<file path="src/logic/trp_pkg.sv">
// Constants, types and register map of the threshold, relay and peak decision block.
package trp_pkg;

	// ----------------------------------------------------------------
	// Timing
	// ----------------------------------------------------------------
	localparam int          CLK_HZ           = 250_000_000;
	localparam int          QV_TIMEOUT_S     = 5;
	localparam int          QV_ALT_MS        = 500;
	localparam int          DP_BLINK_MS      = 250;
	localparam logic [31:0] QV_TIMEOUT_CYC_D = 32'(QV_TIMEOUT_S * CLK_HZ);
	localparam logic [31:0] QV_ALT_CYC_D     = 32'(QV_ALT_MS * (CLK_HZ / 1000));
	localparam logic [31:0] DP_BLINK_CYC_D   = 32'(DP_BLINK_MS * (CLK_HZ / 1000));

	// ----------------------------------------------------------------
	// Register map
	// ----------------------------------------------------------------
	localparam logic [7:0] REG_CTRL      = 8'h00;
	localparam logic [7:0] REG_THR1      = 8'h04;
	localparam logic [7:0] REG_THR2      = 8'h08;
	localparam logic [7:0] REG_HYSTERESIS_WIDTH      = 8'h0C;
	localparam logic [7:0] REG_ON_DLY    = 8'h10;
	localparam logic [7:0] REG_OFF_DLY   = 8'h14;
	localparam logic [7:0] REG_PEAK_AMP  = 8'h18;
	localparam logic [7:0] REG_PEAK_TIME = 8'h1C;
	localparam logic [7:0] REG_TIME_UNIT = 8'h20;
	localparam logic [7:0] REG_STATUS    = 8'h24;
	localparam logic [7:0] REG_PEAK_VAL  = 8'h28;
	localparam logic [7:0] REG_DISP_VAL  = 8'h2C;

	// Control register fields.
	localparam int CTRL_SRC_PEAK = 0;
	localparam int CTRL_HOLD     = 1;
	localparam int CTRL_MODE_LSB = 2;
	localparam int CTRL_SEL_ON   = 4;
	localparam int CTRL_AL_LSB   = 5;
	localparam int CTRL_FITTED   = 7;

	localparam logic [31:0] CTRL_MASK  = 32'h000000FF;
	localparam logic [31:0] CTRL_RST   = 32'h00000094;
	localparam logic [31:0] TUNIT_RST  = 32'h0003D090;
	localparam logic [31:0] ZERO_RST   = 32'h00000000;

	localparam logic [1:0] MODE_UNUSED = 2'h0;
	localparam logic [1:0] MODE_ONE    = 2'h1;
	localparam logic [1:0] MODE_TWO    = 2'h2;
	localparam logic [1:0] AL_KEEP     = 2'h0;
	localparam logic [1:0] AL_ON       = 2'h1;
	localparam logic [1:0] AL_OFF      = 2'h2;

	localparam logic [1:0] RESP_OKAY   = 2'h0;
	localparam logic [1:0] RESP_SLVERR = 2'h2;

	// Display limits: 999999 and -99999.
	localparam logic signed [31:0] DISP_MAX = 32'sh000F423F;
	localparam logic signed [31:0] DISP_MIN = 32'shFFFE7961;

	typedef enum logic [2:0] {
		DISP_VALUE,
		DISP_HI,
		DISP_LO,
		DISP_OV,
		DISP_PEAK,
		DISP_NAME,
		DISP_THR
	} trp_disp_t;

endpackage : trp_pkg

</file>
<file path="src/logic/trp_relay_peak_ctrl.sv">
// Decision logic of a panel meter: range warnings, peak detect and hold, relay and LED control.
//
// Our own choices: the register offsets and the AXI4-Lite interface to the registers.
`timescale 1ns/10ps
`default_nettype none
module trp_relay_peak_ctrl
	import trp_pkg::*;
#(
	parameter logic [31:0] QV_TIMEOUT_CYC = QV_TIMEOUT_CYC_D,
	parameter logic [31:0] QV_ALT_CYC     = QV_ALT_CYC_D,
	parameter logic [31:0] DP_BLINK_CYC   = DP_BLINK_CYC_D
)(
	input  wire logic               clk,
	input  wire logic               rstn,
	input  wire logic [7:0]         s_axi_awaddr,
	input  wire logic               s_axi_awvalid,
	output logic                    s_axi_awready,
	input  wire logic [31:0]        s_axi_wdata,
	input  wire logic [3:0]         s_axi_wstrb,
	input  wire logic               s_axi_wvalid,
	output logic                    s_axi_wready,
	output logic [1:0]              s_axi_bresp,
	output logic                    s_axi_bvalid,
	input  wire logic               s_axi_bready,
	input  wire logic [7:0]         s_axi_araddr,
	input  wire logic               s_axi_arvalid,
	output logic                    s_axi_arready,
	output logic [31:0]             s_axi_rdata,
	output logic [1:0]              s_axi_rresp,
	output logic                    s_axi_rvalid,
	input  wire logic               s_axi_rready,
	input  wire logic               meas_valid,
	input  wire logic signed [31:0] meas_value,
	input  wire logic               meas_hi_range,
	input  wire logic               meas_lo_range,
	input  wire logic               key_up,
	input  wire logic               key_down,
	input  wire logic               key_esc,
	output logic                    relay_out,
	output logic                    led_out,
	output trp_disp_t               disp_code,
	output logic signed [31:0]      disp_value,
	output logic                    dp_flash
);

	typedef struct packed {
		logic        awready;
		logic        wready;
		logic        aw_got;
		logic        w_got;
		logic [7:0]  awaddr;
		logic [31:0] wdata;
		logic [3:0]  wstrb;
		logic        bvalid;
		logic [1:0]  bresp;
		logic        arready;
		logic        rvalid;
		logic [1:0]  rresp;
		logic [31:0] rdata;
		logic [31:0] ctrl;
		logic [31:0] thr1;
		logic [31:0] thr2;
		logic [31:0] hysteresis_width;
		logic [31:0] ton;
		logic [31:0] off_delay;
		logic [31:0] pamp;
		logic [31:0] ptime;
		logic [31:0] tunit;
		logic [31:0] tdiv;
		logic        tick;
		logic        eval;
		logic [31:0] cur;
		logic        hi;
		logic        lo;
		logic        armed;
		logic [31:0] pmin;
		logic [31:0] pmax;
		logic [31:0] peak;
		logic        pdet;
		logic        pshow;
		logic [31:0] ptimer;
		logic        relay;
		logic [31:0] dcnt;
		logic        qv_act;
		logic        qv_idx;
		logic        qv_name;
		logic [31:0] qv_cnt;
		logic [31:0] alt_cnt;
		logic [31:0] blink_cnt;
		logic        dp;
		trp_disp_t   dcode;
		logic [31:0] dval;
		logic        relay_o;
		logic        led_o;
	} trp_state_t;

	trp_state_t         st_ff;
	trp_state_t         nxt_st;
	logic [1:0]         mode;
	logic [1:0]         alarm;
	logic signed [31:0] src_val;
	logic signed [31:0] lo_thr;
	logic signed [31:0] hi_thr;
	logic               above_lo;
	logic               above_hi;
	logic               zone_a;
	logic               desired;
	logic [31:0]        dly;
	logic               crit;

	// ----------------------------------------------------------------
	// Helpers
	// ----------------------------------------------------------------
	function automatic logic [31:0] wmask(input logic [31:0] old, input logic [31:0] d, input logic [3:0] strb);
		logic [31:0] r;
		r = old;
		for (int i = 0; i < 4; i++) begin
			if (strb[i]) begin
				r[8*i +: 8] = d[8*i +: 8];
			end
		end
		return r;
	endfunction : wmask

	// True when a - b is at least amp, in signed arithmetic without overflow.
	function automatic logic diff_ge(input logic [31:0] a, input logic [31:0] b, input logic [31:0] amp);
		logic signed [33:0] d;
		d = $signed({{2{a[31]}}, a}) - $signed({{2{b[31]}}, b});
		return d >= $signed({2'b00, amp});
	endfunction : diff_ge

	function automatic logic is_ovf(input logic [31:0] v);
		return ($signed(v) > DISP_MAX) || ($signed(v) < DISP_MIN);
	endfunction : is_ovf

	// ----------------------------------------------------------------
	// Zone evaluation
	// ----------------------------------------------------------------
	assign mode    = st_ff.ctrl[CTRL_MODE_LSB +: 2];
	assign alarm   = st_ff.ctrl[CTRL_AL_LSB +: 2];
	assign crit    = st_ff.hi | st_ff.lo;
	assign src_val = st_ff.ctrl[CTRL_SRC_PEAK] ? st_ff.peak : st_ff.cur;
	assign lo_thr  = (mode == MODE_TWO && $signed(st_ff.thr2) < $signed(st_ff.thr1)) ? st_ff.thr2 : st_ff.thr1;
	assign hi_thr  = ($signed(st_ff.thr2) < $signed(st_ff.thr1)) ? st_ff.thr1 : st_ff.thr2;
	assign zone_a  = (mode == MODE_TWO) ? (above_lo && !above_hi) : above_lo;
	assign desired = st_ff.ctrl[CTRL_SEL_ON] ? zone_a : !zone_a;
	assign dly     = desired ? st_ff.ton : st_ff.off_delay;

	// Both comparators share hysteresis and the sample strobe of each new result.
	trp_zone_hysteresis_width u_zone_lo (
		.clk    (clk),
		.rstn   (rstn),
		.sample (st_ff.eval),
		.value  (src_val),
		.thr    (lo_thr),
		.hysteresis_width   (st_ff.hysteresis_width),
		.above  (above_lo)
	);

	trp_zone_hysteresis_width u_zone_hi (
		.clk    (clk),
		.rstn   (rstn),
		.sample (st_ff.eval),
		.value  (src_val),
		.thr    (hi_thr),
		.hysteresis_width   (st_ff.hysteresis_width),
		.above  (above_hi)
	);

	// ----------------------------------------------------------------
	// Next state
	// ----------------------------------------------------------------
	always_comb begin
		nxt_st = st_ff;
		// Write channel: address and data are taken in either order.
		if (st_ff.awready && s_axi_awvalid) begin
			nxt_st.aw_got = 1'b1;
			nxt_st.awaddr = s_axi_awaddr;
		end
		if (st_ff.wready && s_axi_wvalid) begin
			nxt_st.w_got = 1'b1;
			nxt_st.wdata = s_axi_wdata;
			nxt_st.wstrb = s_axi_wstrb;
		end
		if (st_ff.bvalid && s_axi_bready) begin
			nxt_st.bvalid = 1'b0;
		end
		if (st_ff.aw_got && st_ff.w_got && !st_ff.bvalid) begin
			nxt_st.aw_got = 1'b0;
			nxt_st.w_got  = 1'b0;
			nxt_st.bvalid = 1'b1;
			nxt_st.bresp  = RESP_OKAY;
			unique case (st_ff.awaddr)
				REG_CTRL:      nxt_st.ctrl  = wmask(st_ff.ctrl, st_ff.wdata, st_ff.wstrb) & CTRL_MASK;
				REG_THR1:      nxt_st.thr1  = wmask(st_ff.thr1, st_ff.wdata, st_ff.wstrb);
				REG_THR2:      nxt_st.thr2  = wmask(st_ff.thr2, st_ff.wdata, st_ff.wstrb);
				REG_HYSTERESIS_WIDTH:      nxt_st.hysteresis_width  = wmask(st_ff.hysteresis_width, st_ff.wdata, st_ff.wstrb);
				REG_ON_DLY:    nxt_st.ton   = wmask(st_ff.ton, st_ff.wdata, st_ff.wstrb);
				REG_OFF_DLY:   nxt_st.off_delay  = wmask(st_ff.off_delay, st_ff.wdata, st_ff.wstrb);
				REG_PEAK_AMP:  nxt_st.pamp  = wmask(st_ff.pamp, st_ff.wdata, st_ff.wstrb);
				REG_PEAK_TIME: nxt_st.ptime = wmask(st_ff.ptime, st_ff.wdata, st_ff.wstrb);
				REG_TIME_UNIT: nxt_st.tunit = wmask(st_ff.tunit, st_ff.wdata, st_ff.wstrb);
				REG_STATUS, REG_PEAK_VAL, REG_DISP_VAL: nxt_st.bresp = RESP_OKAY;
				default:       nxt_st.bresp = RESP_SLVERR;
			endcase
		end
		nxt_st.awready = !nxt_st.aw_got && !nxt_st.bvalid;
		nxt_st.wready  = !nxt_st.w_got && !nxt_st.bvalid;
		// Read channel.
		if (st_ff.rvalid && s_axi_rready) begin
			nxt_st.rvalid = 1'b0;
		end
		if (st_ff.arready && s_axi_arvalid) begin
			nxt_st.rvalid = 1'b1;
			nxt_st.rresp  = RESP_OKAY;
			unique case (s_axi_araddr)
				REG_CTRL:      nxt_st.rdata = st_ff.ctrl;
				REG_THR1:      nxt_st.rdata = st_ff.thr1;
				REG_THR2:      nxt_st.rdata = st_ff.thr2;
				REG_HYSTERESIS_WIDTH:      nxt_st.rdata = st_ff.hysteresis_width;
				REG_ON_DLY:    nxt_st.rdata = st_ff.ton;
				REG_OFF_DLY:   nxt_st.rdata = st_ff.off_delay;
				REG_PEAK_AMP:  nxt_st.rdata = st_ff.pamp;
				REG_PEAK_TIME: nxt_st.rdata = st_ff.ptime;
				REG_TIME_UNIT: nxt_st.rdata = st_ff.tunit;
				REG_STATUS:    nxt_st.rdata = {24'h000000, st_ff.qv_idx, st_ff.qv_act, st_ff.pshow,
					st_ff.lo, st_ff.hi, st_ff.dp, st_ff.led_o, st_ff.relay_o};
				REG_PEAK_VAL:  nxt_st.rdata = st_ff.peak;
				REG_DISP_VAL:  nxt_st.rdata = st_ff.dval;
				default: begin
					nxt_st.rdata = 32'h00000000;
					nxt_st.rresp = RESP_SLVERR;
				end
			endcase
		end
		nxt_st.arready = !nxt_st.rvalid;

		// Time-unit tick; a unit of zero is treated as one cycle.
		nxt_st.tick = 1'b0;
		if (st_ff.tdiv + 32'h1 >= st_ff.tunit) begin
			nxt_st.tdiv = 32'h00000000;
			nxt_st.tick = 1'b1;
		end else begin
			nxt_st.tdiv = st_ff.tdiv + 32'h1;
		end

		// New result and peak detection.
		nxt_st.eval = meas_valid;
		nxt_st.pdet = 1'b0;
		if (key_esc && st_ff.ctrl[CTRL_HOLD] && st_ff.ptime == 32'h0) begin
			nxt_st.pshow = 1'b0;
		end
		if (st_ff.pshow && st_ff.tick && st_ff.ptime != 32'h0) begin
			if (st_ff.ptimer + 32'h1 >= st_ff.ptime) begin
				nxt_st.pshow = 1'b0;
			end else begin
				nxt_st.ptimer = st_ff.ptimer + 32'h1;
			end
		end
		if (meas_valid) begin
			nxt_st.cur = meas_value;
			nxt_st.hi  = meas_hi_range;
			nxt_st.lo  = meas_lo_range && !meas_hi_range;
			if (!meas_hi_range && !meas_lo_range) begin
				if (!st_ff.armed) begin
					if ($signed(meas_value) < $signed(st_ff.pmin)) begin
						nxt_st.pmin = meas_value;
					end
					if (diff_ge(meas_value, st_ff.pmin, st_ff.pamp)) begin
						nxt_st.armed = 1'b1;
						nxt_st.pmax  = meas_value;
					end
				end else if ($signed(meas_value) > $signed(st_ff.pmax)) begin
					nxt_st.pmax = meas_value;
				end else if (diff_ge(st_ff.pmax, meas_value, st_ff.pamp)) begin
					nxt_st.armed = 1'b0;
					nxt_st.pmin  = meas_value;
					nxt_st.peak  = st_ff.pmax;
					nxt_st.pdet  = 1'b1;
					if (st_ff.ptime != 32'h0 || st_ff.ctrl[CTRL_HOLD]) begin
						nxt_st.pshow  = 1'b1;
						nxt_st.ptimer = 32'h00000000;
					end
				end
			end
		end

		// Relay control with delays and critical override.
		if (mode == MODE_UNUSED) begin
			nxt_st.relay = 1'b0;
			nxt_st.dcnt  = 32'h00000000;
		end else if (crit && alarm != AL_KEEP) begin
			nxt_st.relay = (alarm == AL_ON);
			nxt_st.dcnt  = 32'h00000000;
		end else if (crit || desired == st_ff.relay) begin
			nxt_st.dcnt = 32'h00000000;
		end else if (dly == 32'h0) begin
			nxt_st.relay = desired;
			nxt_st.dcnt  = 32'h00000000;
		end else if (st_ff.tick) begin
			if (st_ff.dcnt + 32'h1 >= dly) begin
				nxt_st.relay = desired;
				nxt_st.dcnt  = 32'h00000000;
			end else begin
				nxt_st.dcnt = st_ff.dcnt + 32'h1;
			end
		end
		nxt_st.relay_o = st_ff.relay && st_ff.ctrl[CTRL_FITTED];
		nxt_st.led_o   = st_ff.relay;

		// Quick view of the thresholds.
		if (st_ff.qv_act) begin
			nxt_st.qv_cnt = st_ff.qv_cnt + 32'h1;
			if (st_ff.alt_cnt + 32'h1 >= QV_ALT_CYC) begin
				nxt_st.alt_cnt = 32'h00000000;
				nxt_st.qv_name = !st_ff.qv_name;
			end else begin
				nxt_st.alt_cnt = st_ff.alt_cnt + 32'h1;
			end
			if (key_esc || st_ff.qv_cnt + 32'h1 >= QV_TIMEOUT_CYC) begin
				nxt_st.qv_act = 1'b0;
			end
		end
		if (key_up || key_down) begin
			nxt_st.qv_act  = 1'b1;
			nxt_st.qv_idx  = st_ff.qv_act && mode == MODE_TWO && !st_ff.qv_idx;
			nxt_st.qv_name = 1'b1;
			nxt_st.qv_cnt  = 32'h00000000;
			nxt_st.alt_cnt = 32'h00000000;
		end

		// Decimal point flash while a peak is shown.
		if (!st_ff.pshow) begin
			nxt_st.blink_cnt = 32'h00000000;
			nxt_st.dp        = 1'b0;
		end else if (st_ff.blink_cnt + 32'h1 >= DP_BLINK_CYC) begin
			nxt_st.blink_cnt = 32'h00000000;
			nxt_st.dp        = !st_ff.dp;
		end else begin
			nxt_st.blink_cnt = st_ff.blink_cnt + 32'h1;
		end

		// Display selection, highest priority first.
		nxt_st.dval = st_ff.cur;
		if (st_ff.qv_act) begin
			nxt_st.dcode = st_ff.qv_name ? DISP_NAME : DISP_THR;
			nxt_st.dval  = st_ff.qv_name ? {31'h00000000, st_ff.qv_idx} : (st_ff.qv_idx ? st_ff.thr2 : st_ff.thr1);
		end else if (st_ff.hi) begin
			nxt_st.dcode = DISP_HI;
		end else if (st_ff.lo) begin
			nxt_st.dcode = DISP_LO;
		end else if (is_ovf(st_ff.cur)) begin
			nxt_st.dcode = DISP_OV;
		end else if (st_ff.pshow) begin
			nxt_st.dcode = is_ovf(st_ff.peak) ? DISP_OV : DISP_PEAK;
			nxt_st.dval  = st_ff.peak;
		end else begin
			nxt_st.dcode = DISP_VALUE;
		end
	end

	always_ff @(posedge clk) begin
		if (!rstn) begin
			st_ff       <= '0;
			st_ff.ctrl  <= CTRL_RST;
			st_ff.tunit <= TUNIT_RST;
			st_ff.pmin  <= ZERO_RST;
			st_ff.dcode <= DISP_VALUE;
		end else begin
			st_ff <= nxt_st;
		end
	end

	assign s_axi_awready = st_ff.awready;
	assign s_axi_wready  = st_ff.wready;
	assign s_axi_bvalid  = st_ff.bvalid;
	assign s_axi_bresp   = st_ff.bresp;
	assign s_axi_arready = st_ff.arready;
	assign s_axi_rvalid  = st_ff.rvalid;
	assign s_axi_rresp   = st_ff.rresp;
	assign s_axi_rdata   = st_ff.rdata;
	assign relay_out     = st_ff.relay_o;
	assign led_out       = st_ff.led_o;
	assign disp_code     = st_ff.dcode;
	assign disp_value    = st_ff.dval;
	assign dp_flash      = st_ff.dp;
endmodule : trp_relay_peak_ctrl
`default_nettype wire

</file>
<file path="src/logic/trp_zone_hysteresis_width.sv">
// Hysteretic comparator of one threshold: tells whether the input is above the threshold band.
`timescale 1ns/10ps
`default_nettype none
module trp_zone_hysteresis_width
	import trp_pkg::*;
(
	input  wire logic               clk,
	input  wire logic               rstn,
	input  wire logic               sample,
	input  wire logic signed [31:0] value,
	input  wire logic signed [31:0] thr,
	input  wire logic        [31:0] hysteresis_width,
	output logic                    above
);

	typedef struct packed {
		logic above;
	} trp_hysteresis_width_st_t;

	trp_hysteresis_width_st_t      st_ff;
	trp_hysteresis_width_st_t      nxt_st;
	logic signed [33:0] v_ext;
	logic signed [33:0] hi_border;
	logic signed [33:0] lo_border;

	assign v_ext     = {{2{value[31]}}, value};
	assign hi_border = {{2{thr[31]}}, thr} + $signed({2'b00, hysteresis_width});
	assign lo_border = {{2{thr[31]}}, thr} - $signed({2'b00, hysteresis_width});
	assign above     = st_ff.above;

	// ----------------------------------------------------------------
	// Border crossing
	// ----------------------------------------------------------------
	always_comb begin
		nxt_st = st_ff;
		if (sample) begin
			if (v_ext > hi_border) begin
				nxt_st.above = 1'b1;
			end else if (v_ext < lo_border) begin
				nxt_st.above = 1'b0;
			end
		end
	end

	always_ff @(posedge clk) begin
		if (!rstn) begin
			st_ff <= '0;
		end else begin
			st_ff <= nxt_st;
		end
	end
endmodule : trp_zone_hysteresis_width
`default_nettype wire

</file>
<file path="config.mk">
export PLATFORM = sky130hd
export DESIGN_NAME = trp_relay_peak_ctrl
export DESIGN_NICKNAME = d
export VERILOG_FILES = /design/src/logic/trp_pkg.sv /design/src/logic/trp_relay_peak_ctrl.sv /design/src/logic/trp_zone_hysteresis_width.sv
export SDC_FILE = /design/constraint.sdc
export NUM_CORES = 2
export LEC_CHECK = 0
export ABC_CLOCK_PERIOD_IN_PS = 11000
export BUFFER_PORTS_ARGS = -buffer_cell sky130_fd_sc_hd__buf_2
export CAP_MARGIN = 25
export CORE_ASPECT_RATIO = 1.25
export CORE_MARGIN = 10
export CORE_UTILIZATION = 50
export DETAILED_ROUTE_END_ITERATION = 16
export PLACE_DENSITY = 0.65
export SLEW_MARGIN = 20
export SYNTH_ARGS = -nofsm -noshare
export SYNTH_HDL_FRONTEND = slang
export SYNTH_SLANG_ARGS = --single-unit
</file>
<file path="constraint.sdc">
create_clock -name clk -period 11 [get_ports clk]
set_input_delay 2.75 -clock clk [delete_from_list [all_inputs] [get_ports clk]]
set_output_delay 2.75 -clock clk [all_outputs]
set_load 0.03 [all_outputs]
</file>
==> run summary <==
=================================================================================
Run status                                                           finished clean
ANT nets after route                                                            0
Startpoint of the worst register-to-register path                      st_ff[600]
Antenna violations before repair                                                7
Cell area after synthesis                                              52300 um^2
Biggest fanout along the worst timing path                                      7
Storage element area                                                   14400 um^2
Synthesized flop and latch total                                              719
CP Class                                                             register to register
Hold bufs inserted after CTS                                                    0
Global-route wire length before repair                                  287400 um
Actual slew at the worst max-slew pin                                    1.145 ns
Setup repair bufs after CTS                                                     0
Count of unique library cells instantiated by Yosys                           106
Internal reg-to-reg setup slack                                           1.72 ns
Number of max-cap violations                                                    0
Global route total overflow                                                     0
Rel. slew slack                                                            23.00%
Pin count of the biggest net entering global routing                           91
Full die area                                                         118000 um^2
Category of the worst setup path capture point                           register
Synthesized area per cell                                              8.111 um^2
Flip-flop cell with the highest count after synthesis                sky130_fd_sc_hd__dfxtp_1
Worst hold-check path type                                           register to register
Hold path endpoint                                                     st_ff[697]
Net count reported at finish                                                 7007
Post-DP HPWL                                                            149600 um
Clock Tree Root                                                      sky130_fd_sc_hd__clkbuf_16
Cell row count                                                                132
DRT Pass-1 Iters                                                                6
Data arrival time of the worst path                                       9.85 ns
Max H-tree Level                                                                3
Clk pin slew, worst setup/hold paths                                      0.07 ns
Worst supply voltage drop on vdd                                         129.3 uV
Avg WL per Cell                                                          24.80 um
Leading post-synthesis cells by instance count                       sky130_fd_sc_hd__dfxtp_1 (719), sky130_fd_sc_hd__nor2_1 (640), sky130_fd_sc_hd__nand2_1 (580)
Vias in the first global route                                              46012
Leakage power total                                                      23.98 nW
Leading cell types by total area after synthesis                     sky130_fd_sc_hd__dfxtp_1 (28%), sky130_fd_sc_hd__ha_1 (13%), sky130_fd_sc_hd__mux2i_1 (8.2%)
Clock buffer depth                                                              3
ANT cells                                                                       0
Drt total wl                                                            192900 um
Unrepaired setup endpoints after global routing                             false
Number of hold violations in the final report                                   0
Global Route Usage Sum                                                     31.36%
Yosys synthesis warning count                                                   0
Top Ports                                                                     176
Required time at the worst-slack endpoint                                11.56 ns
Cells resized by post-CTS repair                                                0
TritonCTS clock tree                                                          yes
Die W                                                                    309.3 um
Ratio of total power to cell area                                    110.9 nW/um^2
Fill cell total of the finished layout                                       9788
Cell accounting for the most synthesized area                        sky130_fd_sc_hd__dfxtp_1
Setup clock skew after layout                                          0.02645 ns
Worst hold margin                                                       0.4515 ns
Synthesized netlist cell count                                               6448
R2R Path End                                                         u_zone_lo.above
Crit start category                                                      register
Count of input and output buffers                                             173
Pwr Total                                                                6.259 mW
Share of the yosys chip area belonging to registers                        27.52%
Number of synthesized flops with an enable pin                                  0
Critical Path Max Stage Delay                                             0.88 ns
Maximum operating frequency                                            0.1077 GHz
Hold path startpoint                                                   st_ff[697]
Clock latency of the later-clocked register in the worst-skew pair        0.67 ns
Worst reg2reg path depth                                                       30
Vert. Die Dim                                                            381.6 um
Final worst-path cycle share                                               84.41%
Syn-to-layout area delta                                                   7.955%
Core area                                                             103700 um^2
Share of post-route cells with drive strength above 1                      8.046%
Via count                                                                   48701
Library cell with the highest instance count after synthesis         sky130_fd_sc_hd__dfxtp_1
FFs w/ async S/R, synth                                                        0%
Area used by multi-input combinational logic                           34910 um^2
Share of the synthesized area in the top cell type                         27.52%
First-iteration detailed-routing DRC count                                   5122
Setup TNS                                                                    0 ns
Max Transition Viols Final                                                      0
Critical-path cell with the highest stage delay                      sky130_fd_sc_hd__o31ai_1
Via count normalized by instance count                                      6.261
Clk sinks                                                                     719
DRC violations left                                                             0
Initial Util                                                               50.42%
Clock buffers created by TritonCTS                                             80
Hold-critical path depth                                                        2
Final-report setup violation count                                              0
Post-route minimum period                                                9.285 ns
Gpl congestion                                                              1.022
=================================================================================
[layout by cell type, fill, tap and decap left out, drive strengths merged, types with 17 or more instances in the layout]
cell type,count
xor2,151
or3,33
a22oi,60
nor3,91
and2,34
a21o,144
a31oi,69
o21ai,273
a22o,64
nand4,137
nand2b,46
a221oi,69
mux2,67
nand2,581
o2111ai,17
nor2,643
o211ai,35
ha,529
a21oi,449
mux2i,426
o31ai,27
and3,83
dfxtp,719
clkinv,19
inv,365
o21bai,42
o21a,31
xnor2,216
and4,22
nand3,216
o22ai,42
nor2b,51
clkbuf,115
a211oi,48
nor4,72
buf,227
[state kept, by name, summed over array words and instances (netlist names)]
name / count
disp_code: 3
relay_out: 1
alarm: 2
s_axi_wready: 1
s_axi_awready: 1
nxt_st: 1
dp_flash: 1
s_axi_rdata: 32
mode: 2
s_axi_bvalid: 1
disp_value: 32
s_axi_rresp: 1
u_zone_lo.above: 1
s_axi_rvalid: 1
led_out: 1
s_axi_bresp: 1
s_axi_arready: 1
u_zone_hi.above: 1
st_ff: 635
[per-stage QoR]
stage / instance area [um^2] / setup slack [ns] / util, % / instances
2_1_floorplan: 52330 / 3.544 / - / 6455
3_3_place_gp: 53610 / 1.779 / 51.69 / 7630
3_5_place_dp: 53620 / 1.784 / 51.70 / 7631
4_1_cts: 56440 / 2.069 / 54.41 / 7776
5_1_grt: 56460 / 1.568 / 54.43 / 7778
6_report: 56460 / 1.715 / 54.43 / 7778
[worst max-delay path by stage]
stage             startpoint               to  slack (ns)  cells past startpoint
2_1_floorplan  meas_value[0]       st_ff[269]        3.54                     24
3_3_place_gp   meas_value[0]       st_ff[236]        1.78                     25
3_5_place_dp   meas_value[0]       st_ff[257]        1.78                     25
4_1_cts           st_ff[594]  u_zone_lo.above        2.07                     31
5_1_grt           st_ff[594]  u_zone_lo.above        1.57                     31
6_report          st_ff[600]  u_zone_lo.above        1.72                     30
[power breakdown]
group,switching (mW),leakage (nW),total [mW],internal (mW)
clock,1.21,1.39,2.93,1.72
combinational,0.391,16.8,0.623,0.233
sequential,0.0661,5.81,2.70,2.64
total,1.67,24.0,6.26,4.59
[critical path: cells and delay by family, from the launching register on]
kind,cells,cell delay (ns)
mux,1,0.34
flops,1,0.39
buf+inv,3,0.49
simple gates,4,0.91
fa+ha+maj,3,0.80
xor+xnor,1,0.14
compound gates,18,6.10
[area by class of cell]
| class | instances | area share [%] |
|---|---|---|
| Multi-Input combinational cell | 4983 | 61.84 |
| Clock inverter | 31 | 0.8067 |
| Tap cell | 1340 | 2.970 |
| Sequential cell | 719 | 25.50 |
| Timing Repair Buffer | 228 | 2.276 |
| Clock buffer | 114 | 4.186 |
| Inverter | 363 | 2.427 |
[kinds of logic (layout without fill, tap and decap cells)]
kind of cell / count (synthesis) / in the layout / synth area share [%]
simple gates: 2073 / 2073 / 18.78
compound gates: 1507 / 1507 / 18.98
buf+inv: 753 / 736 / 6.074
flops: 719 / 719 / 27.52
fa+ha+maj: 535 / 535 / 12.89
mux: 493 / 493 / 9.596
xor+xnor: 367 / 367 / 6.160
other cells: 1 / 8 / 0.007170
[metal layers]
layer | vias to the layer above | wire length, um | global-route usage (%)
met3 | 438 | 16320 | 5.160
met5 | - | 38 | 0
li1 | 22900 | - | -
met4 | 6 | 11710 | 16.82
met2 | 2140 | 85640 | 49.90
met1 | 23217 | 79220 | 40.18
Power figures use the tool's default switching activity.
